--- src/hdl/alarm_thresh_pkg.sv ---
// Constants and carriers for the supply and bias alarm threshold bank
// How it works
// - High-voltage alarm sets when supply upper byte exceeds high threshold upper.
// - Low-voltage alarm sets when supply upper byte is below low threshold upper.
// - High-bias alarm sets when bias upper byte exceeds bias threshold upper.
// - Lower threshold bytes are plain storage, never used in comparisons.
// - Voltage threshold upper byte counts 25.6mV, compared directly with measurement.
// - Voltage threshold lower byte extends to sixteen bits, 100uV per count.
// - Bias threshold lower byte extends to sixteen bits, 2uA per count.
// - Comparisons use raw uncalibrated measurements, no calibration either side.
package alarm_thresh_pkg;

  localparam int unsigned ADDR_W = 8;
  localparam int unsigned DATA_W = 8;

  localparam logic [7:0] VOLT_HI_UPPER_OFS = 8'h08;
  localparam logic [7:0] VOLT_HI_LOWER_OFS = 8'h09;
  localparam logic [7:0] VOLT_LO_UPPER_OFS = 8'h0A;
  localparam logic [7:0] VOLT_LO_LOWER_OFS = 8'h0B;
  localparam logic [7:0] BIAS_HI_UPPER_OFS = 8'h10;
  localparam logic [7:0] BIAS_HI_LOWER_OFS = 8'h11;

  localparam logic [7:0] THRESH_RESET = 8'h00;
  localparam logic [7:0] UNMAPPED_READ = 8'h00;

  // Scale of each byte except the bias upper byte, in microvolts or microamperes per count
  localparam real VOLT_UPPER_UV_PER_LSB = 25600.0;
  localparam real VOLT_LOWER_UV_PER_LSB = 100.0;
  localparam real BIAS_LOWER_UA_PER_LSB = 2.0;

  localparam int unsigned FLAG_VOLT_HI = 0;
  localparam int unsigned FLAG_VOLT_LO = 1;
  localparam int unsigned FLAG_BIAS_HI = 2;
  localparam int unsigned NUM_FLAGS    = 3;

  typedef struct packed {
    logic [7:0] volt_hi_thresh_upper;
    logic [7:0] volt_hi_thresh_lower;
    logic [7:0] volt_lo_thresh_upper;
    logic [7:0] volt_lo_thresh_lower;
    logic [7:0] bias_hi_thresh_upper;
    logic [7:0] bias_hi_thresh_lower;
  } thresh_bank_t;

  typedef struct packed {
    logic       wr;
    logic       rd;
    logic [7:0] addr;
    logic [7:0] wdata;
  } reg_req_t;

  typedef struct packed {
    logic       valid;
    logic [7:0] supply_meas_upper;
    logic [7:0] supply_meas_lower;
  } supply_meas_t;

  typedef struct packed {
    logic       valid;
    logic [7:0] bias_meas_upper;
    logic [7:0] bias_meas_lower;
  } bias_meas_t;

endpackage

--- src/hdl/upper_byte_compare.sv ---
// Upper-byte threshold comparator with re-evaluation strobe
`timescale 1ns/1ps
`default_nettype none
module upper_byte_compare #(
  parameter bit GREATER = 1'b1
) (
  input  wire logic       clk_in,
  input  wire logic       rst_n_in,
  input  wire logic       ce_in,
  input  wire logic       load_in,
  input  wire logic [7:0] meas_upper_in,
  input  wire logic [7:0] thresh_upper_in,
  output var  logic       alarm_flag_out
);

  typedef struct packed {
    logic alarm_flag;
  } cmp_state_t;

  cmp_state_t state_reg;
  cmp_state_t state_next;

  always_comb begin
    state_next = state_reg;
    if (load_in) begin
      // Strict compare on upper bytes only; raw values, no calibration
      if (GREATER) begin
        state_next.alarm_flag = meas_upper_in > thresh_upper_in;
      end else begin
        state_next.alarm_flag = meas_upper_in < thresh_upper_in;
      end
    end
  end

  always_ff @(posedge clk_in or negedge rst_n_in) begin
    if (!rst_n_in) begin
      state_reg <= '0;
    end else if (ce_in) begin
      state_reg <= state_next;
    end
  end

  assign alarm_flag_out = state_reg.alarm_flag;

endmodule
`default_nettype wire

--- src/hdl/alarm_thresh_bank.sv ---
// Supply and bias alarm threshold registers with comparison flags
`timescale 1ns/1ps
`default_nettype none
module alarm_thresh_bank
  import alarm_thresh_pkg::*;
(
  input  wire logic         CLK_IN,
  input  wire logic         RST_N_IN,
  input  wire logic         CE_IN,
  input  wire reg_req_t     REG_REQ_IN,
  input  wire supply_meas_t SUPPLY_MEAS_IN,
  input  wire bias_meas_t   BIAS_MEAS_IN,
  output var  logic [7:0]   RDATA_OUT,
  output var  logic         RVALID_OUT,
  output var  logic         VOLT_HI_ALARM_OUT,
  output var  logic         VOLT_LO_ALARM_OUT,
  output var  logic         BIAS_HI_ALARM_OUT
);

  typedef struct packed {
    thresh_bank_t bank;
    logic [7:0]   rdata;
    logic         rvalid;
  } bank_state_t;

  bank_state_t state_reg;
  bank_state_t state_next;
  logic [NUM_FLAGS-1:0] flag_w;

  ////////////////////////////////////////////////////////////////////////////
  // Register read decode, shared by read path
  function automatic logic [7:0] read_mux(input thresh_bank_t b,
                                          input logic [7:0]   a);
    logic [7:0] r;
    r = UNMAPPED_READ;
    unique case (a)
      VOLT_HI_UPPER_OFS: r = b.volt_hi_thresh_upper;
      VOLT_HI_LOWER_OFS: r = b.volt_hi_thresh_lower;
      VOLT_LO_UPPER_OFS: r = b.volt_lo_thresh_upper;
      VOLT_LO_LOWER_OFS: r = b.volt_lo_thresh_lower;
      BIAS_HI_UPPER_OFS: r = b.bias_hi_thresh_upper;
      BIAS_HI_LOWER_OFS: r = b.bias_hi_thresh_lower;
      default:           r = UNMAPPED_READ;
    endcase
    return r;
  endfunction

  ////////////////////////////////////////////////////////////////////////////
  // Register file: byte writes, one-cycle registered read
  always_comb begin
    state_next        = state_reg;
    state_next.rvalid = REG_REQ_IN.rd;
    if (REG_REQ_IN.rd) begin
      state_next.rdata = read_mux(state_reg.bank, REG_REQ_IN.addr);
    end
    if (REG_REQ_IN.wr) begin
      unique case (REG_REQ_IN.addr)
        // Upper bytes: voltage ones 25.6mV per count, all three fed to the comparators
        VOLT_HI_UPPER_OFS:
          state_next.bank.volt_hi_thresh_upper = REG_REQ_IN.wdata;
        VOLT_LO_UPPER_OFS:
          state_next.bank.volt_lo_thresh_upper = REG_REQ_IN.wdata;
        BIAS_HI_UPPER_OFS:
          state_next.bank.bias_hi_thresh_upper = REG_REQ_IN.wdata;
        // Lower bytes are storage only; nonzero values are kept as written
        VOLT_HI_LOWER_OFS:
          state_next.bank.volt_hi_thresh_lower = REG_REQ_IN.wdata;
        VOLT_LO_LOWER_OFS:
          state_next.bank.volt_lo_thresh_lower = REG_REQ_IN.wdata;
        BIAS_HI_LOWER_OFS:
          state_next.bank.bias_hi_thresh_lower = REG_REQ_IN.wdata;
        default: ;
      endcase
    end
  end

  always_ff @(posedge CLK_IN or negedge RST_N_IN) begin
    if (!RST_N_IN) begin
      state_reg.bank   <= {6{THRESH_RESET}};
      state_reg.rdata  <= UNMAPPED_READ;
      state_reg.rvalid <= 1'b0;
    end else if (CE_IN) begin
      state_reg <= state_next;
    end
  end

  assign RDATA_OUT  = state_reg.rdata;
  assign RVALID_OUT = state_reg.rvalid;

  ////////////////////////////////////////////////////////////////////////////
  // Comparators: upper bytes only, lower bytes never reach them
  upper_byte_compare #(.GREATER(1'b1)) u_volt_hi (
    .clk_in          (CLK_IN),
    .rst_n_in        (RST_N_IN),
    .ce_in           (CE_IN),
    .load_in         (SUPPLY_MEAS_IN.valid),
    .meas_upper_in   (SUPPLY_MEAS_IN.supply_meas_upper),
    .thresh_upper_in (state_reg.bank.volt_hi_thresh_upper),
    .alarm_flag_out  (flag_w[FLAG_VOLT_HI])
  );

  upper_byte_compare #(.GREATER(1'b0)) u_volt_lo (
    .clk_in          (CLK_IN),
    .rst_n_in        (RST_N_IN),
    .ce_in           (CE_IN),
    .load_in         (SUPPLY_MEAS_IN.valid),
    .meas_upper_in   (SUPPLY_MEAS_IN.supply_meas_upper),
    .thresh_upper_in (state_reg.bank.volt_lo_thresh_upper),
    .alarm_flag_out  (flag_w[FLAG_VOLT_LO])
  );

  upper_byte_compare #(.GREATER(1'b1)) u_bias_hi (
    .clk_in          (CLK_IN),
    .rst_n_in        (RST_N_IN),
    .ce_in           (CE_IN),
    .load_in         (BIAS_MEAS_IN.valid),
    .meas_upper_in   (BIAS_MEAS_IN.bias_meas_upper),
    .thresh_upper_in (state_reg.bank.bias_hi_thresh_upper),
    .alarm_flag_out  (flag_w[FLAG_BIAS_HI])
  );

  assign VOLT_HI_ALARM_OUT = flag_w[FLAG_VOLT_HI];
  assign VOLT_LO_ALARM_OUT = flag_w[FLAG_VOLT_LO];
  assign BIAS_HI_ALARM_OUT = flag_w[FLAG_BIAS_HI];

endmodule
`default_nettype wire

--- config.mk ---
export PLATFORM = sky130hd
export DESIGN_NAME = alarm_thresh_bank
export DESIGN_NICKNAME = d
export VERILOG_FILES = /design/src/hdl/alarm_thresh_pkg.sv /design/src/hdl/upper_byte_compare.sv /design/src/hdl/alarm_thresh_bank.sv
export SDC_FILE = /design/constraint.sdc
export NUM_CORES = 1
export LEC_CHECK = 0
export BUFFER_PORTS_ARGS = -buffer_cell sky130_fd_sc_hd__buf_4
export CAP_MARGIN = 20
export CELL_PAD_IN_SITES_DETAIL_PLACEMENT = 1
export CELL_PAD_IN_SITES_GLOBAL_PLACEMENT = 1
export CORE_ASPECT_RATIO = 2
export CORE_MARGIN = 1.5
export CORE_UTILIZATION = 44
export CTS_CLUSTER_DIAMETER = 200
export DETAILED_ROUTE_END_ITERATION = 6
export HOLD_SLACK_MARGIN = 0.05
export PLACE_DENSITY_LB_ADDON = 0.1
export SLEW_MARGIN = 20
export SYNTH_ARGS = -nofsm -noshare
export SYNTH_HDL_FRONTEND = slang
export SYNTH_HIERARCHICAL = 1
export SYNTH_SLANG_ARGS = --single-unit
--- constraint.sdc ---
create_clock -name CLK_IN -period 1.75 [get_ports CLK_IN]
set_input_delay 0.35 -clock CLK_IN [delete_from_list [all_inputs] [get_ports CLK_IN]]
set_output_delay 0.35 -clock CLK_IN [all_outputs]
set_load 0.1 [all_outputs]
# Word level (Yosys, flattened, before mapping)
# Cells that the tools add are included.
# totals
regBits,60
inputBits,55
out_inout_bits,12
wordCells,30
# op_classes
n_lt_le_gt_ge,3
eq_ne,6
muxes,1
n_reduce_logical,9
# ops
operator,count
8-bit case mux with 6 select lines,1
"8-bit by 4-bit == test with 1-bit output, second input constant",4
3-bit AND reduction,6
"8-bit by 5-bit == test with 1-bit output, second input constant",2
8-bit greater-than comparator,2
8-bit less-than comparator,1
2-bit AND reduction,3

# Depth between registers and ports, before layout
# Gate-level depths: netlist of the first run.
# logic_depth
ltp_word,2
depth_mapped,7
ltp_nobuf,6

# Hierarchy
# The synthesis of the first run kept the hierarchy.
# by_module_without_submodules
mod,n_inst,cells_per_inst,area_per_inst_um2,seq_area_each_um2
alarm_thresh_bank,1,209,2766.4,1426.4
upper_byte_compare (u_bias_hi ...),2,32,269.0,25.0
upper_byte_compare (u_volt_lo),1,30,240.2,25.0

# Worst setup path before layout of the first run
# No wires, ideal clock.
# synth_timing
path_type,input port to flip-flop
start,input REG_REQ_IN[13] (netlist bit)
end,register state_reg[10] (netlist bit)
setup_ns,0.125
arrival_ns,1.824
t_required_ns,1.625
slack_ns,-0.199
cell_stages,6
n_path_buf,2
cell_sequence,or4_4 -> buf_6 -> nor3_4 -> and3_1 -> buf_6 -> mux2_4
# synth_via
elab_chain_len,2
# synth_lines
element,line,rtl
"start, declared",alarm_thresh_bank.sv:10,"input wire reg_req_t REG_REQ_IN,"
8-bit by 5-bit == test with 1-bit output,alarm_thresh_bank.sv:57,unique case (REG_REQ_IN.addr)
3-bit AND reduction (no line),n/a,
"end signal, assigned",alarm_thresh_bank.sv:83,state_reg <= state_next;
"end, declared",alarm_thresh_bank.sv:26,bank_state_t state_reg;
# No other way between the ends.
# A chain may end at the register's enable or synchronous reset.

# Worst setup path after layout of the first run
# layout_timing
start,input REG_REQ_IN[13] (netlist bit)
end,register state_reg[9] (netlist bit)
# The elaborated chain is that of the path after synthesis.

==> summary.md, run 1 <==
| Metric | Value |
|---|---|
| PD cells | 914 nW/um^2 |
| Filler cell count | 846 |
| Antenna diode count | 0 |
| Slew @ Worst Pin | 0.385 ns |
| Crit path required time | 1.96 ns |
| Final setup fails | 0 |
| TritonRoute pass-1 iters | 4 |
| Synth async-reset ratio | 1.00 |
| Post-synth EDFFs | 0 |
| Dpl cell area | 4190 sq um |
| Routed Antenna Nets | 0 |
| Logic pwr share | 0.178 |
| Total power | 4.13 mW |
| Clk Tree Root Cell | clkbuf_16 |
| CP max stage delay | 0.59 ns |
| FF-to-FF path depth | 3 |
| Worst path arrival time | 1.86 ns |
| CP Launch Type | primary input |
| CTS tree | yes |
| Cell Int Power | 2.99 mW |
| Main synth FF type | dfrtp_1 |
| DP Cell Count | 459 |
| CP top delay family | simple AND/OR/NAND/NOR gates |
| IO Count | 67 |
| Rel. slew slack | 0.743 |
| TNS Setup | 0 ns |
| Critical-path cell with the highest stage delay | or4_4 |
| Cells after synthesis | 303 |
| Fin crit period | 1.65 ns |
| Synth Area per Inst | 11.7 sq um |
| DRC Markers | 0 |
| Final Cell Area | 4520 sq um |
| PnR worst setup slack | 0.104 ns |
| Post-CTS Setup Inserts | 0 |
| Pleak | 2.16 nW |
| Hold Path Class | primary input to flop |
| Register area share after synthesis | 0.424 |
| Worst slack, placed | -0.246 ns |
| Clock network fraction of design power | 0.460 |
| GPL Wtd Cong | 0.834 |
| Core Area | 7890 sq um |
| Die height | 130 microns |
| Clock Sinks | 60 |
| Post-DP HPWL | 7260 microns |
| Grt total ovfl | 0 |
| First-pass GRT wire length | 15000 microns |
| Routed len/inst | 20.1 microns |
| Period utilization | 0.940 |
| Leading post-synthesis cells by cell area | dfrtp_1, mux2_2, ha_1 |
| Highest Clock Rate | 608 MHz |
| Dominant cell type by area after synthesis | dfrtp_1 |
| Area growth from synthesis to final layout | 27.6% |
| Switch Pwr | 1.15 mW |
| Number of port buffers | 50 |
| Crit path max fanout | 8 |
| Netlist cell types | 56 |
| Seq pwr share | 0.361 |
| Layout net count | 453 |
| Clk_lat worst skew | 0.33 ns |
| PostCTS Resize Cnt | 0 |
| RSZ-0062 raised after global routing | no |
| Yosys reg bits | 60 |
| Initial drt markers | 84 |
| Worst path depth | 6 |
| Die X | 66.5 microns |
| Initial antenna violation count | 0 |
| Layout cell share with drive strength beyond 1 | 0.450 |
| Hold slack | 0.313 ns |
| CP Buf/Inv Count | 2 |
| Clock transition at path regs | 0.05 ns |
| Non-Filler Instances | 476 |
| Worst Hold Path Cells | 2 |
| Switching Share | 0.277 |
| Largest net degree at the start of global routing | 35 |
| Num CTS Buffers | 9 |
| Commonest cells post-synth | dfrtp_1, mux2_2, inv_1 |
| Status | finished, final reports clean |
| DR vias/cell | 5.53 |
| Initial Util | 0.450 |
| CTS H-Tree Depth | 3 |
| Clk buf depth | 2 |
| Die ar. | 8640 sq um |
| Final Skew | 0.00341 ns |
| Vias in the first global route | 2850 |
| Gr usage total | 0.245 |
| Max FFs per register | 48 |
| YS warnings | 6 |
| Worst R2R Setup Slack | 0.27 ns |
| Routed WL | 9580 microns |
| Syn Nets | 381 |
| Peak supply drop | 628 uV |
| Post-CTS Hold Buffers | 1 |
| CP Class | primary input to flop |
| Max-cap check violation count | 0 |
| Final-report max-slew violation count | 0 |
| Synth Cell Area | 3540 sq um |
| Top-area cell type share of the netlist area | 0.424 |
| FP Rows | 46 |
| Critical path cell sequence | buf_4, or4_4, nor3_4, and3_1, buf_12, mux2_4 |
| Final Hold Vio Count | 0 |
| Util after Layout | 0.573 |
| DR vias | 2634 |
| Count leader, synth | dfrtp_1 |
| CP Capture Type | flop |
layout make-up:
class	count	area (sq um)	area share
clock buffers	12	246	0.0545
repair buffers	79	633	0.140
inverters	28	105	0.0232
clock inverters	4	72.6	0.0160
well taps	96	120	0.0266
multi-input cells	197	1840	0.408
flip-flops and latches	60	1500	0.332
worst register-to-register path: cells and delay by family (launching register included):
family,cells,cell delay [ns]
compound gates,1,0.39
flops,1,0.39
mux,1,0.50
simple gates,1,0.08
power by group through the flow:
stage	Combinational (mW)	Clock [mW]	Sequential (mW)
5_1_grt	0.784	2.00	1.50
4_1_cts	0.748	1.94	1.49
2_1_floorplan	0.409	0	1.59
6_report	0.738	1.90	1.49
3_3_place_gp	0.722	0	1.51
3_5_place_dp	0.741	0	1.52
cells in the final DEF, fill, tap and decap left out, drive strengths merged, types with 2 or more instances in the layout:
cell    count
or4         2
nor2b       6
mux2       56
nand4       3
clkbuf     12
a41oi       3
clkinv      2
o21ai       7
a21boi      2
a22oi       4
nand3       6
ha         23
nor3b       2
nand2b      3
a31oi       3
o21a        2
a22o        4
and3b       2
and2        2
mux4        2
bufinv      2
nand3b      2
o211ai      3
nand2       8
a32o        3
and4        4
a221oi      2
buf        78
inv        27
and3        3
nor2       17
a21oi      14
dfrtp      60
a2111o      2
path summary, 6_finish.rpt:
path | from | to
min in group asynchronous | RST_N_IN | u_volt_lo/alarm_flag_out
setup reg to reg | state_reg[39] | RDATA_OUT[6]
max in group asynchronous | RST_N_IN | state_reg[13]
hold / removal | REG_REQ_IN[6] | state_reg[55]
setup / recovery | REG_REQ_IN[13] | state_reg[9]
hold reg to reg | state_reg[26] | state_reg[26]
routing by layer:
layer / GRT usage / vias up / part of all wire / wire length [microns]
li1: - / 1244 / - / -
met1: 0.271 / 1335 / 0.38 / 3650
met5: 0 / - / 0 / 0
met3: 0.0345 / 13 / 0.020 / 188
met4: 0.115 / 0 / 0.030 / 283
met2: 0.448 / 42 / 0.57 / 5460
logic make-up after synthesis:
group,after synthesis,synth area share
simple gates,62,0.114
flops,60,0.424
mux,58,0.199
compound gates,54,0.118
buf+inv,46,0.0639
fa+ha+maj,23,0.0812
(Power assumes the default switching activity.)
==> run 2: changes to the inputs <==
Settings changed: ABC_AREA set to 1, CORE_UTILIZATION 44 to 42.
==> run 2 against run 1 <==
First-iteration DRC count increased by 96%. Combinational power decreased by 3.3%. Flip-flop and latch count unchanged. Largest cell class unchanged. Highest routed layer unchanged.
==> summary.md, run 2 <==
| Metric | Value |
|---|---|
| Top-area cell type share of the netlist area | 0.406 |
| Worst path depth | 1 |
| Fin crit period | 1.42 ns |
| Worst R2R Setup Slack | 0.44 ns |
| Crit path max fanout | 2 |
| Critical-path cell with the highest stage delay | dfrtp_1 |
| CP Class | flop to output port |
| Rel. slew slack | 0.792 |
| Routed WL | 9820 microns |
| Final Skew | 0.00806 ns |
| First-pass GRT wire length | 16900 microns |
| Crit path required time | 1.40 ns |
| Initial drt markers | 165 |
| Reg2reg end | u_volt_hi/alarm_flag_out |
| Die ar. | 9410 sq um |
| Critical R2R Launch | state_reg[56] |
| CP Capture Type | output port |
| Core Area | 8590 sq um |
| Grt total ovfl | 0 |
| Synth Cell Area | 3700 sq um |
| FP Rows | 48 |
| Util after Layout | 0.514 |
| Initial Util | 0.431 |
| Num CTS Buffers | 9 |
| Routed len/inst | 16.2 microns |
| PD cells | 869 nW/um^2 |
| IO Count | 67 |
| Yosys reg bits | 60 |
| Period utilization | 0.810 |
| Final setup fails | 0 |
| TritonRoute pass-1 iters | 4 |
| YS warnings | 6 |
| Hold Path Class | primary input to flop |
| Area growth from synthesis to final layout | 19.3% |
| Clock Sinks | 60 |
| Die X | 69.4 microns |
| Register area share after synthesis | 0.406 |
| Critical path cell sequence | buf_4 |
| Die height | 136 microns |
| FF-to-FF path depth | 7 |
| Worst path arrival time | 1.07 ns |
| CP max stage delay | 0.41 ns |
| Status | finished, final reports clean |
| Clock transition at path regs | 0.05 ns |
| Synth Area per Inst | 8.24 sq um |
| Commonest non-fill, non-tap cell in the layout | nand2_1 |
| CTS tree | yes |
| Crit path launch | RDATA_OUT[0] |
| Setup crit end | RDATA_OUT[0] |
| Layout cell share with drive strength beyond 1 | 0.215 |
| Clk Tree Root Cell | clkbuf_16 |
| CTS H-Tree Depth | 3 |
| Syn Nets | 527 |
| TNS Setup | 0 ns |
| Layout net count | 581 |
| Antenna diode count | 0 |
| Vias in the first global route | 3438 |
| Post-CTS Hold Buffers | 1 |
| Filler cell count | 1074 |
| Post-CTS Setup Inserts | 0 |
| Cells after synthesis | 449 |
| RSZ-0062 raised after global routing | no |
| Leading cell types in the layout, fill and taps excluded | nand2_1, dfrtp_1, buf_4, inv_1, nand3_1 |
| CP Buf/Inv Count | 1 |
| Leading post-synthesis cells by cell area | dfrtp_1, nand2_1, ha_1 |
| Max FFs per register | 48 |
| Gr usage total | 0.234 |
| Final-report max-slew violation count | 0 |
| Peak supply drop | 475 uV |
| PostCTS Resize Cnt | 0 |
| CP Launch Type | flop |
| Post-DP HPWL | 7930 microns |
| Clk_lat worst skew | 0.34 ns |
| Initial antenna violation count | 0 |
| Highest Clock Rate | 705 MHz |
| GPL Wtd Cong | 0.831 |
| Final Hold Vio Count | 0 |
| DR vias/cell | 5.23 |
| Main synth FF type | dfrtp_1 |
| Hold slack | 0.289 ns |
| Number of port buffers | 50 |
| DRC Markers | 0 |
| Clk buf depth | 2 |
| Worst slack, placed | 0.139 ns |
| DR vias | 3172 |
| Routed Antenna Nets | 0 |
| PnR worst setup slack | 0.332 ns |
| Slew @ Worst Pin | 0.311 ns |
| Dominant cell type by area after synthesis | dfrtp_1 |
| Max-cap check violation count | 0 |
| Netlist cell types | 24 |
| Post-synth EDFFs | 0 |
| Largest net degree at the start of global routing | 27 |
| Count leader, synth | nand2_1 |
| CP top delay family | flip-flops |
| Commonest cells post-synth | nand2_1, dfrtp_1, inv_1 |
| Synth async-reset ratio | 1.00 |
| Pleak | 2.26 nW |
==> run 2: changes by cell type after synthesis, moves of 14 or more <==
| cell | delta |
|---|---|
| nand2_1 | +111 |
| mux2_2 | -48 |
| nand3_1 | +40 |
| o21ai_1 | +30 |
| inv_1 | +20 |
| nor2_1 | +20 |
| o21a_1 | +14 |
==> run 2: area by class of cell <==
cell class | instances | area, sq um | share of cell area
clock buffers | 13 | 260 | 0.0590
flip-flops and latches | 60 | 1500 | 0.340
inverters | 54 | 203 | 0.0459
clock inverters | 2 | 10.0 | 0.00227
repair buffers | 62 | 493 | 0.112
multi-input cells | 316 | 1820 | 0.412
well taps | 100 | 125 | 0.0284
==> run 2: through the flow <==
stage	std cells	cell area (sq um)	power [mW]
final	607	4410	3.83
after global routing	607	4410	3.97
after CTS	607	4410	3.87
after detailed placement	591	4130	2.26
after global placement	591	4130	2.23
after floorplan	449	3700	2.03
==> run 2: routing by layer <==
layer / share of wire / GRT usage / vias up
met5: 0 / 0 / -
met4: 0.024 / 0.0915 / 0
met3: 0.031 / 0.0476 / 18
met2: 0.60 / 0.462 / 58
met1: 0.34 / 0.233 / 1554
li1: - / - / 1542
==> run 2: tightest hold or removal path, cell delays in order <==
cell     delay (ns)
buf_4          0.08
nand2_1        0.06
nand2_1        0.06
nand2_1        0.05
==> run 2: worst min path at each step <==
| stage | endpoint | depth (start not counted) | slack (ns) | startpoint |
|---|---|---|---|---|
| after floorplan | RDATA_OUT[0] | 0 | 0.05 | RST_N_IN |
| final | u_bias_hi/alarm_flag_out | 4 | 0.29 | BIAS_MEAS_IN[16] |
| after global routing | u_bias_hi/alarm_flag_out | 4 | 0.32 | BIAS_MEAS_IN[16] |
| after detailed placement | state_reg[34] | 1 | 0.26 | RST_N_IN |
| after CTS | u_bias_hi/alarm_flag_out | 4 | 0.28 | BIAS_MEAS_IN[16] |
| after global placement | state_reg[34] | 1 | 0.26 | RST_N_IN |
==> run 2: power breakdown <==
part | internal [mW] | switching, mW | leakage, nW
Combinational | 0.214 | 0.500 | 1.32
Clock | 1.02 | 0.587 | 0.135
Sequential | 1.46 | 0.0501 | 0.810
Total | 2.69 | 1.14 | 2.26
==> run 2: cell families after synthesis <==
family | after synthesis | synth area share
simple gates | 225 | 0.308
fa+ha+maj | 23 | 0.0778
flops | 60 | 0.406
buf+inv | 73 | 0.102
compound gates | 68 | 0.106
==> run 3: changes to the inputs <==
Settings changed: CORE_UTILIZATION 42 to 38.
Clock period 1.75 ns to 1.2 ns, I/O delays scaled along.
==> run 3 against run 2 <==
The flow now finishes with violations (negative setup slack). Power grew 62%. Sequential share of layout area decreased by 4.4 points. Design area is 15% higher. Die area is 10% higher. Flip-flop and latch count did not move. First-iteration DRC count down 16%. Sequential power increased by 46%. Combinational power up 75%.
==> summary.md, run 3 (synthesized netlist as in run 2, its figures left out) <==
| Metric | Value |
|---|---|
| Status | complete, but fails checks |
| Failing checks | negative setup slack |
| Antenna diode count | 0 |
| Crit path required time | 1.42 ns |
| Final Skew | 0.00559 ns |
| Highest Clock Rate | 802 MHz |
| Area growth from synthesis to final layout | 37.0% |
| Clk Tree Root Cell | clkbuf_16 |
| Initial drt markers | 139 |
| TritonRoute pass-1 iters | 4 |
| Die ar. | 10400 sq um |
| Slew @ Worst Pin | 0.329 ns |
| Critical path cell sequence | inv_1, ha_4, nand2_1, nand2_1, nand2_1, nand2_1, nand2_1, nand2_1, nand2_1, nand2_1 |
| Period utilization | 1.04 |
| Commonest non-fill, non-tap cell in the layout | nand2_1 |
| Max-cap check violation count | 0 |
| DR vias/cell | 5.02 |
| Final setup fails | 2 |
| Fin crit period | 1.25 ns |
| Layout net count | 619 |
| DR vias | 3262 |
| First-pass GRT wire length | 16100 microns |
| Initial Util | 0.394 |
| Post-DP HPWL | 7530 microns |
| Leading cell types in the layout, fill and taps excluded | nand2_1, buf_4, dfrtp_1, nand3_1, inv_1 |
| Routed len/inst | 15.5 microns |
| Hold Path Class | primary input to flop |
| Max FFs per register | 48 |
| RSZ-0062 raised after global routing | yes |
| Final-report max-slew violation count | 0 |
| Metal3 WL | 307 microns |
| Routed Antenna Nets | 0 |
| Final Cell Area | 5070 sq um |
| CP Launch Type | flop |
| Num CTS Buffers | 9 |
| Rel. slew slack | 0.780 |
| CTS tree | yes |
| CP most frequent cell | nand2_1 |
| Routed WL | 10100 microns |
| GPL Wtd Cong | 0.835 |
| CP Capture Type | flop |
| Layout cell share with drive strength beyond 1 | 0.342 |
| Metal2 WL | 5940 microns |
| Core Area | 9380 sq um |
| Non-Filler Instances | 650 |
| Clock transition at path regs | 0.05 ns |
| TNS Setup | -0.0711 ns |
| Die height | 143 microns |
| Largest net degree at the start of global routing | 34 |
| CTS H-Tree Depth | 3 |
| Grt total ovfl | 0 |
| Clk buf depth | 2 |
| IO Count | 67 |
| Pleak | 2.55 nW |
| Worst path arrival time | 1.47 ns |
| Initial antenna violation count | 0 |
| Gr usage total | 0.206 |
| DP Cell Count | 624 |
| DRC Markers | 0 |
| Met1 wire length | 3610 microns |
| Final Hold Vio Count | 0 |
| Die X | 72.8 microns |
| Vias in the first global route | 3376 |
| Crit path max fanout | 2 |
| Number of port buffers | 50 |
| DR top layer | met4 |
| PnR worst setup slack | -0.0466 ns |
| PD cells | 1230 nW/um^2 |
| Clock Sinks | 60 |
| Clk_lat worst skew | 0.33 ns |
| CP Class | flop to flop |
| FP Rows | 50 |
| Critical-path cell with the highest stage delay | dfrtp_1 |
| CP max stage delay | 0.38 ns |
| Dpl cell area | 4390 sq um |
| Peak supply drop | 824 uV |
==> run 3: stage by stage <==
| step | total power [mW] | hold WS [ns] | utilization | setup WS [ns] |
|---|---|---|---|---|
| 2_1_floorplan | 2.95 | -0.0556 | - | 0.00393 |
| 3_3_place_gp | 3.29 | 0.157 | 0.468 | -0.148 |
| 3_5_place_dp | 3.33 | 0.162 | 0.468 | -0.187 |
| 4_1_cts | 6.22 | 0.185 | 0.525 | -0.0482 |
| 5_1_grt | 6.45 | 0.229 | 0.540 | -0.131 |
| 6_report | 6.22 | 0.196 | 0.540 | -0.0466 |
==> run 3: final timing paths <==
path,start,end,slack [ns],depth (start not counted)
hold reg to reg,state_reg[25],state_reg[25],0.49,1
setup reg to reg,state_reg[18],u_bias_hi/alarm_flag_out,-0.05,10
min in group asynchronous,RST_N_IN,RDATA_OUT[2],0.36,2
max in group asynchronous,RST_N_IN,state_reg[40],0.35,3
hold / removal,BIAS_MEAS_IN[16],u_bias_hi/alarm_flag_out,0.20,4
setup / recovery,state_reg[18],u_bias_hi/alarm_flag_out,-0.05,10
==> run 3: layout make-up <==
cell class | instances | area [sq um]
Multi-Input combinational cell | 316 | 2020
Clock inverter | 5 | 75.1
Clock buffer | 11 | 243
Tap cell | 104 | 130
Sequential cell | 60 | 1500
Timing Repair Buffer | 100 | 893
Inverter | 54 | 203
Fill cell | 1108 | 4320
==> run 3: timing repair <==
item / 4_1_cts / 5_1_grt
hold endpoints to repair: 20 / 0
pin swaps: 11 / 9
hold buffers: 1 / 0
endpoints found under the setup margin: 15 / 8
gates cloned: 0 / 0
gates resized for setup: 35 / 24
setup buffers: 4 / 5
==> run 3: per-layer routing <==
metal,vias up,track usage
li1,1612,-
met2,66,0.401
met1,1569,0.207
met3,15,0.0390
met5,-,0
met4,0,0.0745
==> run 3: worst max-delay path, delay by kind of cell (launching register included) <==
kind / cells / cell delay (ns)
simple gates: 8 / 0.43
flops: 1 / 0.38
fa+ha+maj: 1 / 0.21
buf+inv: 1 / 0.12
==> run 3: report_power, final <==
part / switching (mW) / total [mW] / internal [mW]
sequential: 0.0784 / 2.21 / 2.13
combinational: 0.783 / 1.25 / 0.466
clock: 0.900 / 2.76 / 1.86
